==> src/ebs_pkg.sv <==
// Package for the external bus strobe and hold block
package ebs_pkg;
  // Strobe style select values
  localparam logic STYLE_SPLIT = 1'b0;
  localparam logic STYLE_SINGLE = 1'b1;
  // Data width select pin levels
  localparam logic WIDTH_16 = 1'b0;
  // Reset values and bus clock divider compare value
  localparam logic [1:0] BCLK_DIV_RST = 2'h0;
  localparam logic [1:0] BCLK_HALF = 2'h1;
  localparam logic RELEASE_ACK_RST = 1'b1;

  // Bus access request from the core
  typedef struct packed {
    logic valid;
    logic write;
    logic odd;
    logic word;
    logic [19:0] addr;
  } ebs_req_s;

  // Strobe pin group with one shared output enable
  typedef struct packed {
    logic rd_n;
    logic low_lane_store_strobe;
    logic high_lane_store_strobe;
    logic ale;
    logic oe;
  } ebs_pins_s;

  typedef enum logic [2:0] {ST_IDLE, ST_ADDR, ST_STROBE, ST_END, ST_HOLD} ebs_state_e;
endpackage : ebs_pkg

==> src/ebs_strobes.sv <==
// External bus strobe generator with hold handshake and wait insertion
`timescale 1ns/10ps
// Functional notes
// - Split style, 16-bit bus: low-lane store strobe low writes even address
// - Split style: high-lane store strobe low writes odd address
// - Fetch strobe low reads external data in either style
// - Single style: single store strobe low writes data
// - Single style: upper-lane enable low on odd address access
// - Software setting selects split pair or single strobe with lane enable
// - Hold state kept while bus-release request input stays low
// - Release acknowledge low in hold state, high otherwise
// - Address-latch strobe output lets external logic capture address
// - Wait input low extends the current bus access
// - In hold, latch pin carries bus clock phase; strobes high-impedance
// - Data-width pin low selects 16-bit bus, high selects 8-bit
module ebs_strobes (
  input wire logic clock,
  input wire logic rst_b,
  input wire logic strobe_style,
  input wire ebs_pkg::ebs_req_s req,
  output logic req_ready,
  output logic req_done,
  input wire logic hold_req_n,
  input wire logic wait_n,
  input wire logic width_sel,
  output logic bus_clk,
  output ebs_pkg::ebs_pins_s pins,
  output logic release_ack,
  output logic bus_16bit
);
  ebs_pkg::ebs_state_e state_q;
  logic [1:0] div_q;
  logic bclk_q;
  logic hold_s1_q, hold_s2_q, wait_s1_q, wait_s2_q, width_s1_q, width_s2_q;
  logic edge_w;
  logic write_q, odd_q, word_q;
  logic rd_q, wrl_q, wrh_q, ale_q, oe_q, ack_q, done_q;
  logic style_q;

  // Two-stage synchronisers for pin inputs
  always_ff @(posedge clock) begin
    if (!rst_b) begin
      hold_s1_q <= 1'b1;
      hold_s2_q <= 1'b1;
      wait_s1_q <= 1'b1;
      wait_s2_q <= 1'b1;
      width_s1_q <= 1'b0;
      width_s2_q <= 1'b0;
    end else begin
      hold_s1_q <= hold_req_n;
      hold_s2_q <= hold_s1_q;
      wait_s1_q <= wait_n;
      wait_s2_q <= wait_s1_q;
      width_s1_q <= width_sel;
      width_s2_q <= width_s1_q;
    end
  end

  // Bus clock: divide by four; state only moves as it falls
  always_ff @(posedge clock) begin
    if (!rst_b) begin
      div_q <= ebs_pkg::BCLK_DIV_RST;
      bclk_q <= 1'b0;
    end else begin
      div_q <= div_q + 2'h1;
      bclk_q <= (div_q == ebs_pkg::BCLK_HALF) || (div_q == 2'h2);
    end
  end
  assign edge_w = (div_q == 2'h3);
  assign bus_clk = bclk_q;

  // Strobe style captured per access so it cannot change mid-cycle
  always_ff @(posedge clock) begin
    if (!rst_b) begin
      style_q <= ebs_pkg::STYLE_SPLIT;
    end else if (state_q == ebs_pkg::ST_IDLE) begin
      style_q <= strobe_style;
    end
  end

  // Access sequencer
  always_ff @(posedge clock) begin
    if (!rst_b) begin
      state_q <= ebs_pkg::ST_IDLE;
      write_q <= 1'b0;
      odd_q <= 1'b0;
      word_q <= 1'b0;
    end else if (edge_w) begin
      unique case (state_q)
        ebs_pkg::ST_IDLE: begin
          // Hold has priority over new access
          if (!hold_s2_q) begin
            state_q <= ebs_pkg::ST_HOLD;
          end else if (req.valid) begin
            write_q <= req.write;
            odd_q <= req.odd;
            word_q <= req.word;
            state_q <= ebs_pkg::ST_ADDR;
          end
        end
        ebs_pkg::ST_ADDR: state_q <= ebs_pkg::ST_STROBE;
        ebs_pkg::ST_STROBE: begin
          if (wait_s2_q) begin
            state_q <= ebs_pkg::ST_END;
          end
        end
        ebs_pkg::ST_END: state_q <= ebs_pkg::ST_IDLE;
        ebs_pkg::ST_HOLD: begin
          if (hold_s2_q) begin
            state_q <= ebs_pkg::ST_IDLE;
          end
        end
      endcase
    end
  end

  assign req_ready = edge_w && (state_q == ebs_pkg::ST_IDLE) && hold_s2_q;
  assign bus_16bit = (width_s2_q == ebs_pkg::WIDTH_16);

  // Strobe registers update on bus clock edges only, done_q on every clock
  always_ff @(posedge clock) begin
    if (!rst_b) begin
      rd_q <= 1'b1;
      wrl_q <= 1'b1;
      wrh_q <= 1'b1;
      ale_q <= 1'b0;
      oe_q <= 1'b1;
      ack_q <= ebs_pkg::RELEASE_ACK_RST;
      done_q <= 1'b0;
    end else begin
      done_q <= edge_w && (state_q == ebs_pkg::ST_END);
      if (edge_w) begin
        ale_q <= req_ready && req.valid;
        rd_q <= !(((state_q == ebs_pkg::ST_ADDR) || (state_q == ebs_pkg::ST_STROBE && !wait_s2_q)) && !write_q);
        if (style_q == ebs_pkg::STYLE_SPLIT) begin
          // Low lane on even byte or word on 16-bit bus
          wrl_q <= !(((state_q == ebs_pkg::ST_ADDR) || (state_q == ebs_pkg::ST_STROBE && !wait_s2_q))
                     && write_q && (!odd_q || (word_q && bus_16bit)));
          // High lane on odd byte or word on 16-bit bus
          wrh_q <= !(((state_q == ebs_pkg::ST_ADDR) || (state_q == ebs_pkg::ST_STROBE && !wait_s2_q))
                     && write_q && (odd_q || (word_q && bus_16bit)));
        end else begin
          wrl_q <= !(((state_q == ebs_pkg::ST_ADDR) || (state_q == ebs_pkg::ST_STROBE && !wait_s2_q)) && write_q);
          // Upper lane enable for odd address, held over access
          wrh_q <= !(((state_q == ebs_pkg::ST_IDLE && req_ready && req.valid && (req.odd || req.word))
                     || ((state_q == ebs_pkg::ST_ADDR || state_q == ebs_pkg::ST_STROBE) && (odd_q || word_q)))
                     && !(state_q == ebs_pkg::ST_STROBE && wait_s2_q));
        end
        // Acknowledge tracks hold entry and exit
        ack_q <= !((state_q == ebs_pkg::ST_IDLE && !hold_s2_q) || (state_q == ebs_pkg::ST_HOLD && !hold_s2_q));
        oe_q <= !((state_q == ebs_pkg::ST_IDLE && !hold_s2_q) || (state_q == ebs_pkg::ST_HOLD && !hold_s2_q));
      end
    end
  end

  // Latch pin follows bus clock in hold
  always_comb begin
    pins.rd_n = rd_q;
    pins.low_lane_store_strobe = wrl_q;
    pins.high_lane_store_strobe = wrh_q;
    pins.ale = (state_q == ebs_pkg::ST_HOLD) ? bclk_q : ale_q;
    pins.oe = oe_q;
  end
  assign release_ack = ack_q;
  assign req_done = done_q;

  // Assertions: ack and float change on the same edge as the state, so they use same-cycle implication

  ack_hold_a: assert property (
    @(posedge clock) disable iff (!rst_b)
    (state_q == ebs_pkg::ST_HOLD) |-> !release_ack
  ) else $error("ack not low in hold");

  ack_outside_a: assert property (
    @(posedge clock) disable iff (!rst_b)
    (state_q != ebs_pkg::ST_HOLD) |-> release_ack
  ) else $error("ack low outside hold");

  hold_stay_a: assert property (
    @(posedge clock) disable iff (!rst_b)
    (state_q == ebs_pkg::ST_HOLD && !hold_s2_q) |=> (state_q == ebs_pkg::ST_HOLD)
  ) else $error("left hold early");

  ready_refused_a: assert property (
    @(posedge clock) disable iff (!rst_b)
    (!hold_s2_q || state_q != ebs_pkg::ST_IDLE) |-> !req_ready
  ) else $error("request taken while busy or held");

  hold_float_a: assert property (
    @(posedge clock) disable iff (!rst_b)
    (state_q == ebs_pkg::ST_HOLD) |-> !pins.oe
  ) else $error("strobes driven in hold");

  oe_drive_a: assert property (
    @(posedge clock) disable iff (!rst_b)
    (state_q != ebs_pkg::ST_HOLD) |-> pins.oe
  ) else $error("strobes floating outside hold");

  hold_ale_a: assert property (
    @(posedge clock) disable iff (!rst_b)
    (state_q == ebs_pkg::ST_HOLD) |-> pins.ale == bus_clk
  ) else $error("latch pin not bus clock");

  wait_extend_a: assert property (
    @(posedge clock) disable iff (!rst_b)
    (state_q == ebs_pkg::ST_STROBE && !wait_s2_q) |=> state_q == ebs_pkg::ST_STROBE
  ) else $error("wait ignored");

  wait_hold_a: assert property (
    @(posedge clock) disable iff (!rst_b)
    (state_q == ebs_pkg::ST_STROBE && !wait_s2_q && write_q) |=> (!wrl_q || !wrh_q)
  ) else $error("write strobe dropped during wait");

  edge_align_a: assert property (
    @(posedge clock) disable iff (!rst_b)
    $changed(rd_q) |-> $past(edge_w)
  ) else $error("strobe off bus clock edge");

  edge_wrl_a: assert property (
    @(posedge clock) disable iff (!rst_b)
    $changed(wrl_q) |-> $past(edge_w)
  ) else $error("low lane off bus clock edge");

  edge_wrh_a: assert property (
    @(posedge clock) disable iff (!rst_b)
    $changed(wrh_q) |-> $past(edge_w)
  ) else $error("high lane off bus clock edge");

  bclk_shape_a: assert property (
    @(posedge clock) disable iff (!rst_b)
    edge_w |-> bus_clk ##1 !bus_clk
  ) else $error("step not at bus clock fall");

  edge_ale_a: assert property (
    @(posedge clock) disable iff (!rst_b)
    $changed(ale_q) |-> $past(edge_w)
  ) else $error("latch strobe off bus clock edge");

  ale_take_a: assert property (
    @(posedge clock) disable iff (!rst_b)
    (req_ready && req.valid) |=> ale_q
  ) else $error("no latch strobe for access");

  read_no_write_a: assert property (
    @(posedge clock) disable iff (!rst_b)
    !rd_q |-> wrl_q
  ) else $error("read and write together");

  read_phase_a: assert property (
    @(posedge clock) disable iff (!rst_b)
    !rd_q |-> (state_q == ebs_pkg::ST_STROBE) && !write_q
  ) else $error("read strobe outside read access");

  write_phase_a: assert property (
    @(posedge clock) disable iff (!rst_b)
    !wrl_q |-> (state_q == ebs_pkg::ST_STROBE) && write_q
  ) else $error("write strobe outside write access");

  lane_idle_a: assert property (
    @(posedge clock) disable iff (!rst_b)
    (state_q == ebs_pkg::ST_IDLE) |-> rd_q && wrl_q && wrh_q
  ) else $error("strobe low while idle");

  split_odd_a: assert property (
    @(posedge clock) disable iff (!rst_b)
    (style_q == ebs_pkg::STYLE_SPLIT && !wrh_q && !word_q) |-> odd_q
  ) else $error("high lane on even");

  split_even_a: assert property (
    @(posedge clock) disable iff (!rst_b)
    (style_q == ebs_pkg::STYLE_SPLIT && !wrl_q && !word_q) |-> !odd_q
  ) else $error("low lane on odd");

  single_odd_a: assert property (
    @(posedge clock) disable iff (!rst_b)
    (style_q == ebs_pkg::STYLE_SINGLE && !wrl_q && odd_q) |-> !wrh_q
  ) else $error("lane enable missing");

  // Scenario covers
  single_cov: cover property (@(posedge clock) disable iff (!rst_b) style_q == ebs_pkg::STYLE_SINGLE && !wrh_q);
  write_cov: cover property (@(posedge clock) disable iff (!rst_b) !wrl_q ##1 wrl_q);
  read_cov: cover property (@(posedge clock) disable iff (!rst_b) !rd_q ##1 rd_q);
  hold_cov: cover property (@(posedge clock) disable iff (!rst_b) !release_ack ##1 release_ack);
  wait_cov: cover property (@(posedge clock) disable iff (!rst_b) state_q == ebs_pkg::ST_STROBE && !wait_s2_q);
endmodule : ebs_strobes

==> config.mk <==
export PLATFORM = sky130hd
export DESIGN_NAME = ebs_strobes
export DESIGN_NICKNAME = d
export VERILOG_FILES = /design/src/ebs_pkg.sv /design/src/ebs_strobes.sv
export SDC_FILE = /design/constraint.sdc
export NUM_CORES = 1
export LEC_CHECK = 0
export BUFFER_PORTS_ARGS = -buffer_cell sky130_fd_sc_hd__clkbuf_2
export CAP_MARGIN = 30
export CORE_ASPECT_RATIO = 0.6
export CORE_UTILIZATION = 41
export DETAILED_ROUTE_END_ITERATION = 7
export MAX_ROUTING_LAYER = met4
export PLACE_DENSITY = 0.77
export REMOVE_ABC_BUFFERS = 1
export SETUP_SLACK_MARGIN = 0.1
export SYNTH_ARGS = -nofsm -noshare
export SYNTH_HDL_FRONTEND = slang
export SYNTH_SLANG_ARGS = --single-unit
==> constraint.sdc <==
create_clock -name clock -period 1.49 [get_ports clock]
set_input_delay 0.0745 -clock clock [delete_from_list [all_inputs] [get_ports clock]]
set_output_delay 0.0745 -clock clock [all_outputs]
set_load 0.05 [all_outputs]
==> results of run 1 <==
[flip-flops by register name (all words and copies together) (netlist names)]
signal	flops
wrh_q	1
hold_s1_q	1
ale_q	1
odd_q	1
hold_s2_q	1
style_q	1
wrl_q	1
width_s1_q	1
div_q	2
rd_q	1
word_q	1
state_q	3
release_ack	1
req_done	1
wait_s2_q	1
width_s2_q	1
wait_s1_q	1
write_q	1
[cells in the final DEF (no fill, tap or decap), drive strengths merged, types with 2 or more instances in the layout]
cell type    count
nor2             6
buf             12
o21ai            6
clkbuf          21
nand2            5
nand2b           8
nand4            2
nand3            3
dfxtp           21
nand3b           2
inv              4
dlygate4sd3      2
nor2b            6
and2             3
mux2             2
a21oi            3
mux2i            4
[timing repair]
action,CTS,global route
resized for setup,11,7
setup buffers,3,2
hold buffers,2,0
setup endpoints to repair,3,6
hold endpoints to repair,2,0
pin swaps,2,2
[cells in the mapped netlist]
library cell,number,area share (%)
nor3b_1,1,0.79
nor2b_1,6,4.0
nand4_4,1,2.2
mux2_2,2,2.4
o211ai_1,1,0.79
dfxtp_1,21,44
nand4_1,1,0.66
nor3_1,1,0.53
a41o_1,1,1.1
buf_4,6,4.8
mux2i_1,4,4.2
o21ai_1,2,1.1
clkbuf_1,3,1.2
a21oi_1,3,1.6
o21a_1,1,0.79
nand2b_2,1,0.93
nand3_1,3,1.6
nand3b_1,2,1.6
o221ai_1,1,0.93
and2_1,3,2.0
o21bai_1,1,0.79
nor2_4,1,1.2
and2b_2,1,0.93
and3_1,1,0.66
inv_1,4,1.6
or3_1,1,0.66
o21ai_0,4,2.1
or2b_1,1,0.79
and3b_1,1,0.93
a21boi_0,1,0.79
nor2_1,5,2.0
nand2b_1,7,4.6
ha_1,1,1.3
nand2_1,5,2.0
a2111o_1,1,1.2
and4_1,1,0.93
[through the flow]
step | cell area, sq um | instances | power (mW) | hold slack [ps] | util [%]
final | 1240 | 157 | 1.16 | 16.4 | 57.3
after detailed placement | 1080 | 146 | 0.762 | 260 | 50.0
after global placement | 1080 | 146 | 0.757 | 255 | 50.0
after floorplan | 890 | 91 | 0.702 | 136 | -
after CTS | 1210 | 155 | 1.16 | 12.1 | 55.9
after global routing | 1240 | 157 | 1.23 | 7.75 | 57.3
[path summary, 6_finish.rpt]
path,startpoint,to,slack (ps)
min reg2reg,hold_s1_q,hold_s2_q,420
max reg2reg,div_q[1],wrh_q,-10
max,div_q[1],wrh_q,-10
min,width_sel,width_s1_q,20
[cell type report]
type                    count  area (sq um)  share of cell area, %
well taps                  30          37.5                   3.03
clock buffers               3          41.3                   3.33
flip-flops and latches     21           429                   34.6
inverters                   4          15.0                   1.21
clock inverters             1          7.51                  0.605
repair buffers             32           231                   18.7
multi-input cells          66           478                   38.5
[metal layers]
layer / track usage [%] / vias to the layer above / part of all wire (%)
met2: 31.6 / 25 / 45
li1: - / 389 / -
met3: 7.65 / 0 / 7.5
met4: 4.55 / 0 / 0
met1: 20.4 / 341 / 47
met5: - / - / 0
[report_power, final]
group / switching [mW] / total (mW) / internal [mW]
registers: 0.0189 / 0.603 / 0.584
logic: 0.0925 / 0.177 / 0.0842
clock network: 0.190 / 0.379 / 0.189
total: 0.301 / 1.16 / 0.857
[cell families (layout without fill, tap and decap cells)]
kind of cell    Yosys count  after routing
simple gates             43             43
compound gates           16             16
buf+inv                  13             40
fa+ha+maj                 1              1
mux                       6              6
flops                    21             21
==> flow_summary_export.csv, run 1 <==
group,metric,value,unit
global_route,grt_pass1_vias,745,
logic_synthesis,yosys.area_share.adder,1.32,%
clock_tree,clock_latency,260,ps
placement,dp_worst_setup_slack,28.7,ps
sta,layout_min_cycle_time,1500,ps
clock_tree,numClockSinks,21,
detailed_routing,antenna_left,0,
sta,relSlewSlack,75.2,%
sta,final-max-slew-violation-count,0,
sta,final.setup.tns,-13.7,ps
sta,hold_viol,0,
sta,worstMarginPinSlew,372,ps
global_route,grt_overflow_total,0,
worst_hold_path,holdPathStages,2,
logic_synthesis,synth_mux_area_share,6.61,%
worst_setup_path,cp.depth,6,
clock_tree,numCtsBuffers,3,
sta,max_clock_freq,665,MHz
clock_tree,cts_root_buf,"clkbuf_8",
sta,fin_ws,-13.7,ps
detailed_routing,wl_per_cell,12.4,um
global_route,grt_pass1_wl,3260,um
placement,globalplace.congestion,0.833,
logic_synthesis,synth_top_family_by_area,"simple AND/OR/NAND/NOR gates",
worst_setup_path,cp-start-kind,"flop",
worst_setup_path,cp_top_family,"simple AND/OR/NAND/NOR gates",
final_layout,diodes,0,
logic_synthesis,yosys.area_share.simple,29.0,%
logic_synthesis,syn-cell-area,946,sq um
final_layout,num-nets-final,159,
sta,period_share,101,%
global_route,grt_max_degree,22,
detailed_routing,via_count,755,
worst_setup_path,critPathArrivalTime,1660,ps
detailed_routing,drt_iter0_markers,14,
floorplanning,initial_core_util,43.7,%
worst_setup_path,slowest_delay,360,ps
global_route,antenna_found_initial,0,
final_layout,drive_gt1_share,37.8,%
logic_synthesis,ys_types,36,
clock_tree,clk_pin_slew,80,ps
floorplanning,die_area,2510,sq um
clock_tree,cts_htree_levels,1,
floorplanning,fp.dieW,64.0,um
logic_synthesis,synth_compound_area_share,11.1,%
logic_synthesis,yosysSeqAreaShare,44.4,%
job,maxCapViolations,0,
status,outcome,"finished with violations",
placement,port_buffers,19,
detailed_routing,drt_wl_total,1940,um
detailed_routing,vias_per_cell,4.81,
logic_synthesis,ys_seq_elements,21,
final_layout,areaGrowthSynthToFinish,31.1,%
sta,fin_skew,5.75,ps
worst_setup_path,crit_path_cell_trace,"ha_4 > and2b_2 > buf_6 > nand4_4 > or3_1 > a41o_1",
floorplanning,ios,40,
floorplanning,row_count,13,
power_and_ir_drop,max-vdd-ir-drop,0.476,mV
worst_hold_path,hold_class,"input pin to flop",
logic_synthesis,ys_warn_count,0,
floorplanning,core_area,2160,sq um
worst_setup_path,end_kind,"flop",
sta,rsz0062_at_grt,"true",
status,violations,"negative setup slack",
clock_tree,cts.path.max_buffers,2,
floorplanning,die_h,39.2,um
worst_setup_path,path_class,"flop to flop",
sta,final-setup-viol-count,1,
worst_setup_path,crit_slowest_cell,"dfxtp_2",
worst_setup_path,path_buf_inv,1,
detailed_routing,drc,0,
detailed_routing,drt-pass1-iter-count,4,
global_route,grt_use_total,18.4,%
logic_synthesis,syn_area_per_cell,9.46,sq um
logic_synthesis,syn_inst,100,
worst_setup_path,cp.required,1650,ps
clock_tree,tritoncts,"built",
power_and_ir_drop,leakagePower,0.529,nW
final_layout,n_fill_cell,205,
worst_setup_path,cp_max_fo,2,
logic_synthesis,yosys.area_share.xor_xnor,0,%
worst_setup_path,ff2ff_path_depth,6,
power_and_ir_drop,power.density,934,nW/um^2
placement,post-dp-hpwl,1320,um
No activity file was read; power rests on OpenSTA's default activity.
==> run 2: changes to the inputs <==
CORE_MARGIN = 3   (was default)
CORE_UTILIZATION = 30   (was 41)
PLACE_DENSITY = 0.6   (was 0.77)
==> run 2 against run 1 <==
  * The run now ends clean
  * Core utilization shrank 15 points
  * Non-clock buffer count shrank 2
  * Fmax grew 2.4%
  * Register-to-register slack improved by 40 ps
  * Clock-buffer cell count unchanged
  * Sequential share of layout area is 0.062 points higher
  * Total power rose by 0.66%
  * Critical endpoint unchanged
  * Wire length fell by 0.67%
  * Largest cell class unchanged
==> flow_summary_export.csv, run 2 (synthesis gave the netlist of run 1 again) <==
group,metric,value,unit
status,outcome,"finished, final reports clean",
clock_tree,clock_latency,260,ps
detailed_routing,drt_iter0_markers,49,
final_layout,final_cells,167,
sta,period_share,98.6,%
final_layout,areaGrowthSynthToFinish,31.6,%
global_route,antenna_found_initial,0,
clock_tree,cts.path.max_buffers,2,
job,maxCapViolations,0,
sta,relSlewSlack,75.8,%
detailed_routing,drt-pass1-iter-count,4,
worst_hold_path,hold_class,"input pin to flop",
detailed_routing,drc,0,
placement,dp_cells,157,
worst_setup_path,slowest_delay,360,ps
clock_tree,cts_htree_levels,1,
global_route,grt_use_total,10.3,%
worst_setup_path,end_kind,"flop",
detailed_routing,wl_per_cell,11.5,um
detailed_routing,drt_wl_total,1930,um
sta,fin_skew,1.54,ps
final_layout,num-nets-final,157,
worst_setup_path,crit_path_cell_trace,"ha_4 > and2b_2 > buf_6 > nand4_4 > or3_1 > a41o_1",
clock_tree,numCtsBuffers,3,
worst_setup_path,crit_slowest_cell,"dfxtp_2",
floorplanning,die_h,49.5,um
final_layout,mostFrequentLayoutCells,"17 x clkbuf_2, 16 x dfxtp_1, 7 x nand2b_1",
global_route,grt_max_degree,22,
worst_setup_path,cp.required,1650,ps
worst_setup_path,cp_max_fo,2,
power_and_ir_drop,power.density,936,nW/um^2
clock_tree,tritoncts,"built",
sta,final-max-slew-violation-count,0,
placement,port_buffers,19,
floorplanning,initial_core_util,32.1,%
power_and_ir_drop,max-vdd-ir-drop,0.476,mV
global_route,grt_overflow_total,0,
clock_tree,cts_root_buf,"clkbuf_8",
worst_setup_path,path_class,"flop to flop",
floorplanning,die_area,3880,sq um
final_layout,fin_util,42.3,%
sta,hold_viol,0,
final_layout,multi_input_area,478,sq um
sta,max_clock_freq,681,MHz
placement,globalplace.congestion,0.752,
detailed_routing,via_count,750,
detailed_routing,vias_per_cell,4.49,
global_route,grt_pass1_vias,651,
clock_tree,clk_pin_slew,80,ps
worst_setup_path,critPathArrivalTime,1630,ps
placement,post-dp-hpwl,1420,um
final_layout,layout_commonest_cell,"clkbuf_2",
sta,worstMarginPinSlew,363,ps
final_layout,diodes,0,
final_layout,largest_reg_flops,3,
final_layout,final-seq-area,432,sq um
final_layout,n_fill_cell,309,
detailed_routing,antenna_left,0,
sta,layout_min_cycle_time,1470,ps
clock_tree,numClockSinks,21,
floorplanning,row_count,15,
final_layout,largest_register,"state_q",
sta,rsz0062_at_grt,"true",
final_layout,reg.largest.list,"state_q (3), div_q (2)",
floorplanning,core_area,2950,sq um
power_and_ir_drop,leakagePower,0.520,nW
final_layout,drive_gt1_share,36.8,%
floorplanning,fp.dieW,78.5,um
worst_setup_path,cp-start-kind,"flop",
sta,final-setup-viol-count,0,
floorplanning,ios,40,
global_route,grt_pass1_wl,2950,um
[run 2: changes by cell type in the layout (fill, tap and decap cells not counted), sizes merged]
cell	previous run	this run
buf	12	11
clkbuf	21	20
[run 2: layout make-up]
type / count / area share (%)
sequential: 21 / 34.7
timing repair buffer: 30 / 17.6
inverter: 4 / 1.21
tap: 42 / 4.22
clock inverter: 1 / 0.603
clock buffer: 3 / 3.32
multi-input combinational: 66 / 38.4
[run 2: per-stage QoR]
stage	instance area [sq um]	worst slack [ps]	power (mW)	hold WS [ps]	setup TNS [ps]
floorplan	890	-619	0.702	136	-2300
global placement	1090	40.1	0.760	255	0
detailed placement	1090	36.3	0.764	266	0
CTS	1220	11.8	1.18	4.45	0
global route	1240	-32.0	1.22	4.45	-50.5
finish	1240	21.5	1.17	8.67	0
[run 2: repair_timing]
item,4_1_cts,5_1_grt
pin swaps,5,2
endpoints found under the setup margin,3,6
gates cloned,0,0
resized for setup,12,6
buffers inserted,3,1
hold buffers,2,0
endpoints found under the hold margin,2,0
[run 2: worst paths after layout]
| kind | cells after the start | slack [ps] | endpoint | startpoint |
|---|---|---|---|---|
| hold reg to reg | 1 | 420 | wait_s2_q | wait_s1_q |
| setup reg to reg | 6 | 20 | wrh_q | div_q[0] |
| setup / recovery | 6 | 20 | wrh_q | div_q[0] |
| hold / removal | 2 | 9 | width_s1_q | width_sel |
[run 2: where the power goes]
part	internal (mW)	total [mW]	leakage, nW	switching (mW)
combinational	0.0818	0.174	0.324	0.0917
clock	0.189	0.391	0.0217	0.201
sequential	0.582	0.602	0.174	0.0195
total	0.853	1.17	0.520	0.313
[run 2: layer usage]
| layer | up-vias | routed length, um | track usage, % | part of all wire (%) |
|---|---|---|---|---|
| li1 | 384 | - | - | - |
| met4 | 0 | 8 | 1.74 | 0.42 |
| met3 | 2 | 117 | 4.93 | 6.1 |
| met5 | - | 0 | - | 0 |
| met2 | 17 | 718 | 13.9 | 37 |
| met1 | 347 | 1080 | 14.1 | 56 |
[run 2: critical path: cells and delay by family, from the launching register on]
family          cells  cell delay (ps)
buf+inv             1              100
compound gates      1              230
simple gates        3              560
flops               1              360
fa+ha+maj           1              130
